## config.mk

```make
export PLATFORM = sky130hd
export DESIGN_NAME = gpt_timer
export DESIGN_NICKNAME = d
export VERILOG_FILES = /design/src/design/gpt_pkg.sv /design/src/design/gpt_presc.sv /design/src/design/gpt_timer.sv
export VERILOG_INCLUDE_DIRS = /design/src /design/src/design
export SDC_FILE = /design/constraint.sdc
export NUM_CORES = 1
export LEC_CHECK = 0
export BUFFER_PORTS_ARGS = -buffer_cell sky130_fd_sc_hd__buf_4
export CORE_MARGIN = 2
export CORE_UTILIZATION = 50
export CTS_BUF_LIST = sky130_fd_sc_hd__clkbuf_2 sky130_fd_sc_hd__clkbuf_4 sky130_fd_sc_hd__clkbuf_8
export DETAILED_ROUTE_END_ITERATION = 6
export HOLD_SLACK_MARGIN = 0.05
export PLACE_DENSITY = 0.78
export SYNTH_ARGS = -nofsm -noshare
export SYNTH_HDL_FRONTEND = slang
export SYNTH_SLANG_ARGS = --single-unit
```

## constraint.sdc

```tcl
create_clock -name aclk -period 4.7 [get_ports aclk]
set_input_delay 0.235 -clock aclk [delete_from_list [all_inputs] [get_ports aclk]]
set_output_delay 0.235 -clock aclk [all_outputs]
set_load 0.1 [all_outputs]
```

## src/design/gpt_map.svh

```systemverilog
// gated prescaled timer: offsets, field positions, reset values
// assumes a 32-bit word-aligned register bus
`ifndef GPT_MAP_SVH
`define GPT_MAP_SVH

// register byte offsets
`define GPT_CTL_OFFSET    12'h000
`define GPT_CNT_OFFSET    12'h004

// control field positions
`define GPT_RUN_BIT       15
`define GPT_SIDL_BIT      13
`define GPT_GATE_BIT      6
`define GPT_PS_HI         5
`define GPT_PS_LO         4
`define GPT_SYNC_BIT      2
`define GPT_CS_BIT        1

// implemented control bits and reset values
`define GPT_CTL_MASK      16'hA076
`define GPT_CTL_RESET     16'h0000
`define GPT_CNT_RESET     16'h0000

// prescaler terminal counts (divide minus one)
`define GPT_TERM_DIV1     8'h00
`define GPT_TERM_DIV8     8'h07
`define GPT_TERM_DIV64    8'h3F
`define GPT_TERM_DIV256   8'hFF

// bus answers
`define GPT_RESP_OKAY     2'h0
`define GPT_RESP_SLVERR   2'h2

`endif

```

## src/design/gpt_pkg.sv

```systemverilog
// gated prescaled timer: shared types
// assumes gpt_map.svh for all numeric constants
package gpt_pkg;

    // prescale codes in register order
    typedef enum logic [1:0] {
        GPT_DIV1,
        GPT_DIV8,
        GPT_DIV64,
        GPT_DIV256
    } gpt_div_type;

endpackage

```

## src/design/gpt_presc.sv

```systemverilog
// gated prescaled timer: input clock prescaler
// assumes one-cycle source ticks synchronous to aclk
`timescale 1ns/1ps
`include "gpt_map.svh"

module gpt_presc (
    // clock, reset, clock enable
    input  wire logic              aclk,
    input  wire logic              aresetn,
    input  wire logic              ce,
    // control
    input  wire logic              clear,
    input  wire gpt_pkg::gpt_div_type sel,
    // ticks
    input  wire logic              tick_in,
    output logic                   tick_out
);

    logic [7:0] div_reg;
    logic [7:0] div_next;
    wire  [7:0] term;
    wire        at_term;

    ////////////////////////////////////////////////////////////////////
    // terminal count per code
    assign term = (sel == gpt_pkg::GPT_DIV256) ? `GPT_TERM_DIV256 :
                  (sel == gpt_pkg::GPT_DIV64)  ? `GPT_TERM_DIV64  :
                  (sel == gpt_pkg::GPT_DIV8)   ? `GPT_TERM_DIV8   :
                                                 `GPT_TERM_DIV1;
    assign at_term  = (div_reg >= term);
    assign tick_out = tick_in && at_term;
    assign div_next = clear    ? 8'h00 :
                      !tick_in ? div_reg :
                      at_term  ? 8'h00 : div_reg + 8'h01;

    ////////////////////////////////////////////////////////////////////
    always_ff @(posedge aclk) begin
        if (!aresetn) begin
            div_reg <= 8'h00;
        end else if (ce) begin
            div_reg <= div_next;
        end
    end

endmodule

```

## src/design/gpt_timer.sv

```systemverilog
// gated prescaled timer: control register, clock select, counter
// assumes an AXI4-Lite master on aclk, pins synchronous to aclk
`timescale 1ns/1ps
`include "gpt_map.svh"

module gpt_timer (
    // clock, reset, clock enable
    input  wire logic        aclk,
    input  wire logic        aresetn,
    input  wire logic        ce,
    // write address channel
    input  wire logic [11:0] s_axi_awaddr,
    input  wire logic        s_axi_awvalid,
    output logic             s_axi_awready,
    // write data channel
    input  wire logic [31:0] s_axi_wdata,
    input  wire logic [3:0]  s_axi_wstrb,
    input  wire logic        s_axi_wvalid,
    output logic             s_axi_wready,
    // write response channel
    output logic [1:0]       s_axi_bresp,
    output logic             s_axi_bvalid,
    input  wire logic        s_axi_bready,
    // read address channel
    input  wire logic [11:0] s_axi_araddr,
    input  wire logic        s_axi_arvalid,
    output logic             s_axi_arready,
    // read data channel
    output logic [31:0]      s_axi_rdata,
    output logic [1:0]       s_axi_rresp,
    output logic             s_axi_rvalid,
    input  wire logic        s_axi_rready,
    // timer pins and status
    input  wire logic        ext_clock_pin,
    input  wire logic        gate_pin,
    input  wire logic        idle_mode,
    output logic [15:0]      timer_count
);

    ////////////////////////////////////////////////////////////////////
    // state
    logic [15:0] ctl_reg;
    logic [15:0] ctl_next;
    logic [15:0] cnt_reg;
    logic [15:0] cnt_next;
    logic [11:0] awaddr_reg;
    logic        aw_full_reg;
    logic [31:0] wdata_reg;
    logic [3:0]  wstrb_reg;
    logic        w_full_reg;
    logic        bvalid_reg;
    logic [1:0]  bresp_reg;
    logic        rvalid_reg;
    logic [1:0]  rresp_reg;
    logic [31:0] rdata_reg;
    logic        sync1_reg;
    logic        sync2_reg;
    logic        sync3_reg;
    logic        raw_prev_reg;

    ////////////////////////////////////////////////////////////////////
    // control fields
    wire run_bit             = ctl_reg[`GPT_RUN_BIT];
    wire stop_in_idle        = ctl_reg[`GPT_SIDL_BIT];
    wire gate_enable         = ctl_reg[`GPT_GATE_BIT];
    wire ext_clock_sync      = ctl_reg[`GPT_SYNC_BIT];
    wire clock_source_select = ctl_reg[`GPT_CS_BIT];
    wire gpt_pkg::gpt_div_type prescale_select =
        gpt_pkg::gpt_div_type'(ctl_reg[`GPT_PS_HI:`GPT_PS_LO]);

    ////////////////////////////////////////////////////////////////////
    // write path decode
    wire do_write = ce && aw_full_reg && w_full_reg && !bvalid_reg;
    wire wr_ctl   = do_write &&
                    (awaddr_reg[11:2] == 10'(`GPT_CTL_OFFSET >> 2));
    wire wr_cnt   = do_write &&
                    (awaddr_reg[11:2] == 10'(`GPT_CNT_OFFSET >> 2));
    wire wr_hit   = wr_ctl || wr_cnt;
    wire [15:0] lane_mask;

    genvar gi;
    generate
        for (gi = 0; gi < 2; gi = gi + 1) begin : g_lane
            assign lane_mask[gi*8 +: 8] = {8{wstrb_reg[gi]}};
        end
    endgenerate

    wire [15:0] ctl_merge = (ctl_reg & ~lane_mask) |
                            (wdata_reg[15:0] & lane_mask);
    wire [15:0] cnt_merge = (cnt_reg & ~lane_mask) |
                            (wdata_reg[15:0] & lane_mask);

    // unimplemented control bits never store
    assign ctl_next = wr_ctl ? (ctl_merge & `GPT_CTL_MASK) : ctl_reg;

    ////////////////////////////////////////////////////////////////////
    // read path decode
    wire rd_take = ce && s_axi_arvalid && !rvalid_reg;
    wire rd_ctl  = (s_axi_araddr[11:2] == 10'(`GPT_CTL_OFFSET >> 2));
    wire rd_cnt  = (s_axi_araddr[11:2] == 10'(`GPT_CNT_OFFSET >> 2));
    wire [31:0] rd_mux = rd_ctl ? {16'h0000, ctl_reg & `GPT_CTL_MASK} :
                         rd_cnt ? {16'h0000, cnt_reg} : 32'h0000_0000;

    ////////////////////////////////////////////////////////////////////
    // count source selection
    wire ext_edge_sync = sync2_reg && !sync3_reg;
    wire ext_edge_raw  = ext_clock_pin && !raw_prev_reg;
    wire ext_edge      = ext_clock_sync ? ext_edge_sync :
                                          ext_edge_raw;
    wire int_tick      = gate_enable ? gate_pin : 1'b1;
    wire src_tick      = clock_source_select ? ext_edge : int_tick;
    wire idle_stop     = stop_in_idle && idle_mode;
    wire count_en      = run_bit && !idle_stop;
    wire presc_tick;

    gpt_presc u_presc (
        .aclk     (aclk),
        .aresetn  (aresetn),
        .ce       (ce),
        .clear    (!run_bit),
        .sel      (prescale_select),
        .tick_in  (src_tick && count_en),
        .tick_out (presc_tick)
    );

    // a software write to the count wins over a tick
    assign cnt_next = wr_cnt     ? cnt_merge :
                      presc_tick ? cnt_reg + 16'h0001 : cnt_reg;

    ////////////////////////////////////////////////////////////////////
    // outputs
    assign s_axi_awready = ce && !aw_full_reg && !bvalid_reg;
    assign s_axi_wready  = ce && !w_full_reg && !bvalid_reg;
    assign s_axi_arready = ce && !rvalid_reg;
    assign s_axi_bvalid  = bvalid_reg;
    assign s_axi_bresp   = bresp_reg;
    assign s_axi_rvalid  = rvalid_reg;
    assign s_axi_rresp   = rresp_reg;
    assign s_axi_rdata   = rdata_reg;
    assign timer_count   = cnt_reg;

    ////////////////////////////////////////////////////////////////////
    // timer registers
    always_ff @(posedge aclk) begin
        if (!aresetn) begin
            ctl_reg <= `GPT_CTL_RESET;
            cnt_reg <= `GPT_CNT_RESET;
        end else if (ce) begin
            ctl_reg <= ctl_next;
            cnt_reg <= cnt_next;
        end
    end

    // external clock synchroniser and edge history
    always_ff @(posedge aclk) begin
        if (!aresetn) begin
            sync1_reg    <= 1'b0;
            sync2_reg    <= 1'b0;
            sync3_reg    <= 1'b0;
            raw_prev_reg <= 1'b0;
        end else if (ce) begin
            sync1_reg    <= ext_clock_pin;
            sync2_reg    <= sync1_reg;
            sync3_reg    <= sync2_reg;
            raw_prev_reg <= ext_clock_pin;
        end
    end

    ////////////////////////////////////////////////////////////////////
    // write channels
    always_ff @(posedge aclk) begin
        if (!aresetn) begin
            aw_full_reg <= 1'b0;
            awaddr_reg  <= 12'h000;
        end else if (ce) begin
            if (s_axi_awvalid && s_axi_awready) begin
                aw_full_reg <= 1'b1;
                awaddr_reg  <= s_axi_awaddr;
            end else if (do_write) begin
                aw_full_reg <= 1'b0;
            end
        end
    end

    always_ff @(posedge aclk) begin
        if (!aresetn) begin
            w_full_reg <= 1'b0;
            wdata_reg  <= 32'h0000_0000;
            wstrb_reg  <= 4'h0;
        end else if (ce) begin
            if (s_axi_wvalid && s_axi_wready) begin
                w_full_reg <= 1'b1;
                wdata_reg  <= s_axi_wdata;
                wstrb_reg  <= s_axi_wstrb;
            end else if (do_write) begin
                w_full_reg <= 1'b0;
            end
        end
    end

    always_ff @(posedge aclk) begin
        if (!aresetn) begin
            bvalid_reg <= 1'b0;
            bresp_reg  <= `GPT_RESP_OKAY;
        end else if (ce) begin
            if (do_write) begin
                bvalid_reg <= 1'b1;
                bresp_reg  <= wr_hit ? `GPT_RESP_OKAY : `GPT_RESP_SLVERR;
            end else if (s_axi_bready) begin
                bvalid_reg <= 1'b0;
            end
        end
    end

    ////////////////////////////////////////////////////////////////////
    // read channel
    always_ff @(posedge aclk) begin
        if (!aresetn) begin
            rvalid_reg <= 1'b0;
            rresp_reg  <= `GPT_RESP_OKAY;
            rdata_reg  <= 32'h0000_0000;
        end else if (ce) begin
            if (rd_take) begin
                rvalid_reg <= 1'b1;
                rdata_reg  <= rd_mux;
                rresp_reg  <= (rd_ctl || rd_cnt) ? `GPT_RESP_OKAY :
                                                   `GPT_RESP_SLVERR;
            end else if (s_axi_rready) begin
                rvalid_reg <= 1'b0;
            end
        end
    end

    ////////////////////////////////////////////////////////////////////
    // checks

    property p_run_hold;
        @(posedge aclk) disable iff (!aresetn)
        (!run_bit && !wr_cnt) |=> (cnt_reg == $past(cnt_reg));
    endproperty
    a_run_hold: assert property (p_run_hold)
        else $error("count moved while run bit clear");

    property p_idle_hold;
        @(posedge aclk) disable iff (!aresetn)
        (idle_mode && stop_in_idle && !wr_cnt) [*2] |=>
            (cnt_reg == $past(cnt_reg));
    endproperty
    a_idle_hold: assert property (p_idle_hold)
        else $error("count moved in idle with stop-in-idle set");

    property p_gate_block;
        @(posedge aclk) disable iff (!aresetn)
        (!clock_source_select && gate_enable && !gate_pin) |-> !src_tick;
    endproperty
    a_gate_block: assert property (p_gate_block)
        else $error("internal tick passed a closed gate");

    property p_div1_step;
        @(posedge aclk) disable iff (!aresetn)
        (ce && count_en && src_tick && !wr_cnt &&
         prescale_select == gpt_pkg::GPT_DIV1)
            |=> (cnt_reg == $past(cnt_reg) + 16'h0001);
    endproperty
    a_div1_step: assert property (p_div1_step)
        else $error("undivided tick did not advance count");

    property p_sync_delay;
        @(posedge aclk) disable iff (!aresetn)
        (ce && clock_source_select && ext_clock_sync && count_en &&
         src_tick) |-> ($past(ext_clock_pin, 2) && !$past(ext_clock_pin, 3));
    endproperty
    a_sync_delay: assert property (p_sync_delay)
        else $error("synchronised edge not two cycles behind pin");

    property p_unimpl_zero;
        @(posedge aclk) disable iff (!aresetn)
        (ce && s_axi_arvalid && !rvalid_reg && rd_ctl) |=>
            (s_axi_rdata[12:7] == 6'h00 && s_axi_rdata[14] == 1'b0);
    endproperty
    a_unimpl_zero: assert property (p_unimpl_zero)
        else $error("unimplemented control bits read nonzero");

    property p_reset_ctl;
        @(posedge aclk)
        !aresetn |=> (ctl_reg == `GPT_CTL_RESET);
    endproperty
    a_reset_ctl: assert property (p_reset_ctl)
        else $error("control not cleared by reset");

    property p_idle_gate;
        @(posedge aclk) disable iff (!aresetn)
        (idle_mode && stop_in_idle) |-> !count_en ##1
            (!$past(presc_tick) || !$past(idle_mode));
    endproperty
    a_idle_gate: assert property (p_idle_gate)
        else $error("idle did not disable counting");

endmodule

```

After elaboration in Yosys (flattened, before gate mapping) --
Index checks and enable logic that the tools add are counted.
Storage, ports and cells: flip-flop bits (word level) 104, input port bits 71, output and inout bits 57, logic and storage cells 100
Cells by class: add/subtract/negate cells 2, magnitude comparators 1, eq/ne operators 6, mux-type cells 22, bitwise gates (word level) 6, reduce and logical (&&, ||, !) cells 47
Operators by type and width (number):
- $mux 16 | 4
- $and 16x16->16 | 3
- $mux 8 | 5
- $or 16x16->16 | 2
- $reduce_and 2->1 | 11
- $eq 10x1->1 const B | 2
- $logic_and 1x1->1 | 20
- $logic_not 10->1 | 2
- $add 16x1->16 const B | 1
- $not 16->16 | 1
- $mux 1 | 10
- $reduce_bool 2->1 | 5
- $add 8x1->8 const B | 1
- $ge 8x8->1 | 1
- $logic_not 1->1 | 7
- $eq 2x2->1 const B | 2
- $mux 2 | 2
- $mux 3 | 1
- $eq 2x1->1 const B | 1
- $logic_or 1x1->1 | 2
- $ne 2x1->1 const B | 1

Logic depth before layout (Yosys ltp) --
depth after elaboration 8, depth in mapped cells 10, mapped depth without buffers 8

Hierarchy --
From an unflattened synthesis, not the netlist that was laid out.
Unflattened totals: cells, all modules 488, area total of the unflattened synthesis 4028.9 µm²
By module, submodules not included:
- gpt_timer | instances 1, cells each 422, area an instance 3437.0 µm², seq. area each 1521.5 µm²
- gpt_presc | instances 1, cells each 66, area an instance 591.8 µm², seq. area each 160.2 µm²

Worst setup path before layout --
No wires, ideal clock.
path type reg-to-reg, start register bvalid_reg (netlist: s_axi_bvalid), end register wdata_reg[10], setup time 0.070 ns, arrival time 3.230 ns, data required time 4.630 ns, path slack 1.399 ns, cell stages (with the launch flop) 8, path buffers 2, period minus slack after synthesis 3.301 ns, cell sequence dfxtp_1 -> nand2b_1 -> nor2_1 -> and2_1 -> clkbuf_1 -> clkbuf_1 -> nand2_1 -> a21oi_1
On the way: cells in the longest elaborated chain, start to end 4
Ends and longest elaborated chain:
- start: declaration | line gpt_timer.sv:51 | logic bvalid_reg;
- start signal: assignment | line gpt_timer.sv:203 | bvalid_reg <= 1'b0;
- start signal: assignment | line gpt_timer.sv:207 | bvalid_reg <= 1'b1;
- start signal: assignment | line gpt_timer.sv:210 | bvalid_reg <= 1'b0;
- $logic_not 1->1 | line gpt_timer.sv:133 | assign s_axi_wready = ce && !w_full_reg && !bvalid_reg;
- $logic_and 1x1->1 | line gpt_timer.sv:133
- via s_axi_wready | line gpt_timer.sv:19 | output logic s_axi_wready,
- $logic_and 1x1->1 | line gpt_timer.sv:191 | if (s_axi_wvalid && s_axi_wready) begin
- $reduce_and 2->1 (no line)
- end signal: assignment | line gpt_timer.sv:193 | wdata_reg <= s_axi_wdata;
- end: declaration | line gpt_timer.sv:48 | logic [31:0] wdata_reg;
The timed path passes the listed nets, and every way through them passes these cells. A chain may end at the register's enable or synchronous reset.

==> run summary <==
outcome -> finished clean
share of the synthesized area in the top cell type -> 41.4%
compound-gate portion of the synthesized area -> 18.8%
number of routed nets with antenna violations -> 0
Post-Synth Adder-Cell Area -> 1.54%
DR WL/cell -> 14.8 um
Die X -> 94.2 um
post-synthesis sequential area ratio -> 41.4%
Highest Clock Rate -> 374 MHz
first-pass GRT wire length -> 16,400 um
Multi-input gate area -> 2140 um2
area leader, netlist -> dfxtp_1
max-cap check violation count -> 0
warnings from Yosys -> 0
GRT overflow -> 0
Pint -> 0.00121 W
ANT cells -> 0
CTS tree -> built
Post-CTS Resized -> 0
switching fraction of total power -> 25.3%
most common cell after layout, fill and taps aside -> nand2_1
WS Path Type -> reg2reg
row count -> 32
Starting Density -> 52.1%
VDD IR-drop max -> 0.182 mV
data arrival time of the critical path -> 2900 ps
post-synthesis mux area share -> 3.69%
largest net degree at the start of global routing -> 74
DRC -> 0
Slew @ Worst Pin -> 972 ps
Post-synth top flop -> dfxtp_1
XOR/XNOR Fraction of Synth Area -> 1.29%
later-pin clock latency in the skew report -> 370 ps
Die Area -> 8870 um2
Clk pwr share -> 42.4%
FILL cells -> 692
clk_skew -> 13.4 ps
fraction of layout cells with a size suffix above 1 -> 19.7%
CTS Hold Bufs -> 0
Worst Hold Class -> in2reg
Leak -> 1.93 nW
Synth Cell Area -> 4060 um2
crit-path max FO -> 18
Area contributors post-synth -> dfxtp_1 (41%), nand2_1 (8.8%), a21oi_1 (7.8%)
final number of setup-violating endpoints -> 0
combinational share of power -> 11.8%
Power Density -> 330 nW/um2
WL final -> 10,100 um
htree depth -> 3
syn avg cell area -> 7.98 um2
Setup Fix Bufs, Post-CTS -> 0
CTS Sinks -> 84
number of global-route vias before repair -> 3,497
DRT iter0 DRCs -> 338
Layout area overhead -> 20.6%
global-route usage over all layers -> 23.3%
HPWL after DPL -> 7100 um
minimum clock period -> 2670 ps
Setup TNS Final -> 0 ps
clk root buf -> clkbuf_8
Vias -> 3,832
WP data required -> 4930 ps
total power -> 0.00162 W
most frequent cells in the layout -> nand2_1 (95), buf_4 (88), dfxtp_1 (84)
io pins -> 128
Crit. End Element -> register
max_slew headroom -> 35.2%
FF+latch area -> 1680 um2
Fin. Hold Viols -> 0
share of power burned in registers -> 45.8%
Net Sw Power -> 0.000409 W
main combinational cell family by area after synthesis -> simple AND/OR/NAND/NOR gates
fin. max-slew vios -> 0
startpoint types -> register
gpl congestion -> 0.817
Clock Path Buffers -> 2
Port Buffers -> 87
Unique masters post-synth -> 49
DRT Pass-1 Iters -> 4
CTS clock-pin slew for the worst setup and hold paths -> 90 ps
final net count -> 651
CTS Buf Count -> 9
fin crit share -> 56.9%
vias per cell -> 5.63
Core Area -> 7810 um2
post-synthesis register bit count -> 84
initial antenna violation count -> 0
EDFF count, synth -> 0
Mapped Cells -> 509
RSZ-0062 raised after global routing -> no
Simple-Gate Fraction of Synth Area -> 25.6%
FFs w/ async S/R, synth -> 0%
DIE HEIGHT -> 94.2 um
==> logic make-up after synthesis <==
| logic type | Yosys count |
|---|---|
| buf+inv | 56 |
| fa+ha+maj | 5 |
| xor+xnor | 6 |
| simple gates | 222 |
| other cells | 1 |
| flops | 84 |
| compound gates | 120 |
| mux | 15 |
==> power groups by stage <==
stage / logic [W] / clock network, W / registers [W]
final: 0.000191 / 0.000686 / 0.000741
after floorplan: 0.000148 / 0 / 0.000762
after CTS: 0.000192 / 0.000696 / 0.000741
after global placement: 0.000188 / 0 / 0.000757
after detailed placement: 0.000191 / 0 / 0.000758
after global routing: 0.000204 / 0.000720 / 0.000743
==> synth_stat cells (2+ instances only) <==
cell and number:
nor3b_1 3, nor3_1 10, nand3b_1 3, a22oi_1 9
o311a_1 2, buf_4 19, nand2b_1 5, buf_2 4
clkbuf_1 23, and3_1 5, nand3_1 12, a21oi_1 63
a31oi_1 18, o32ai_1 15, inv_1 6, mux2i_1 15
nor2_1 52, and4_1 2, nor2_2 2, nor2b_1 5
nor4_1 6, buf_6 3, xor2_1 5, dfxtp_1 84
and2_1 5, o21ai_0 3, nand2_1 95, nand4_1 10
ha_1 5
==> critical path: stages, from the launching register on <==
cell      delay [ps]
dfxtp_1          500
nor2_1            80
ha_1             300
a21oi_1          240
a221oi_2         110
o2111a_2         290
o211ai_4         470
and2_1           400
o32ai_1          140
==> per-stage QoR <==
step / hold WS (ps) / setup WS (ps) / cell area (um2) / std cells / util (%)
final: 113 / 2030 / 4900 / 681 / 62.8
after floorplan: 371 / 1400 / 4130 / 526 / -
after CTS: 104 / 2050 / 4900 / 681 / 62.8
after global placement: 443 / 2010 / 4630 / 666 / 59.3
after global routing: 110 / 1830 / 4900 / 681 / 62.8
after detailed placement: 447 / 1970 / 4630 / 666 / 59.3
==> cell type report <==
cell class                 instances  share of cell area (%)
sequential                        84                    34.3
multi-input combinational        386                    43.6
timing repair buffer              88                    13.5
inverter                           6                   0.460
tap                              102                    2.60
clock inverter                     4                    2.45
clock buffer                      11                    3.09
==> worst paths after layout <==
kind / startpoint / end / slack, ps / cells past startpoint
min reg2reg: awaddr_reg[9]$_SDFFE_PN0P_ / awaddr_reg[9]$_SDFFE_PN0P_ / 460 / 2
max: register / register / 2030 / 8
max reg2reg: register / register / 2030 / 8
min: s_axi_wdata[12] / wdata_reg[12]$_SDFFE_PN0P_ / 110 / 3
==> per-layer routing <==
layer / global-route usage, % / routed length, um
met5: 0 / 0
met4: 11.0 / 182
met3: 4.65 / 748
met2: 36.6 / 4590
met1: 30.8 / 4570
Note: power is estimated with default switching activity, not from simulation.
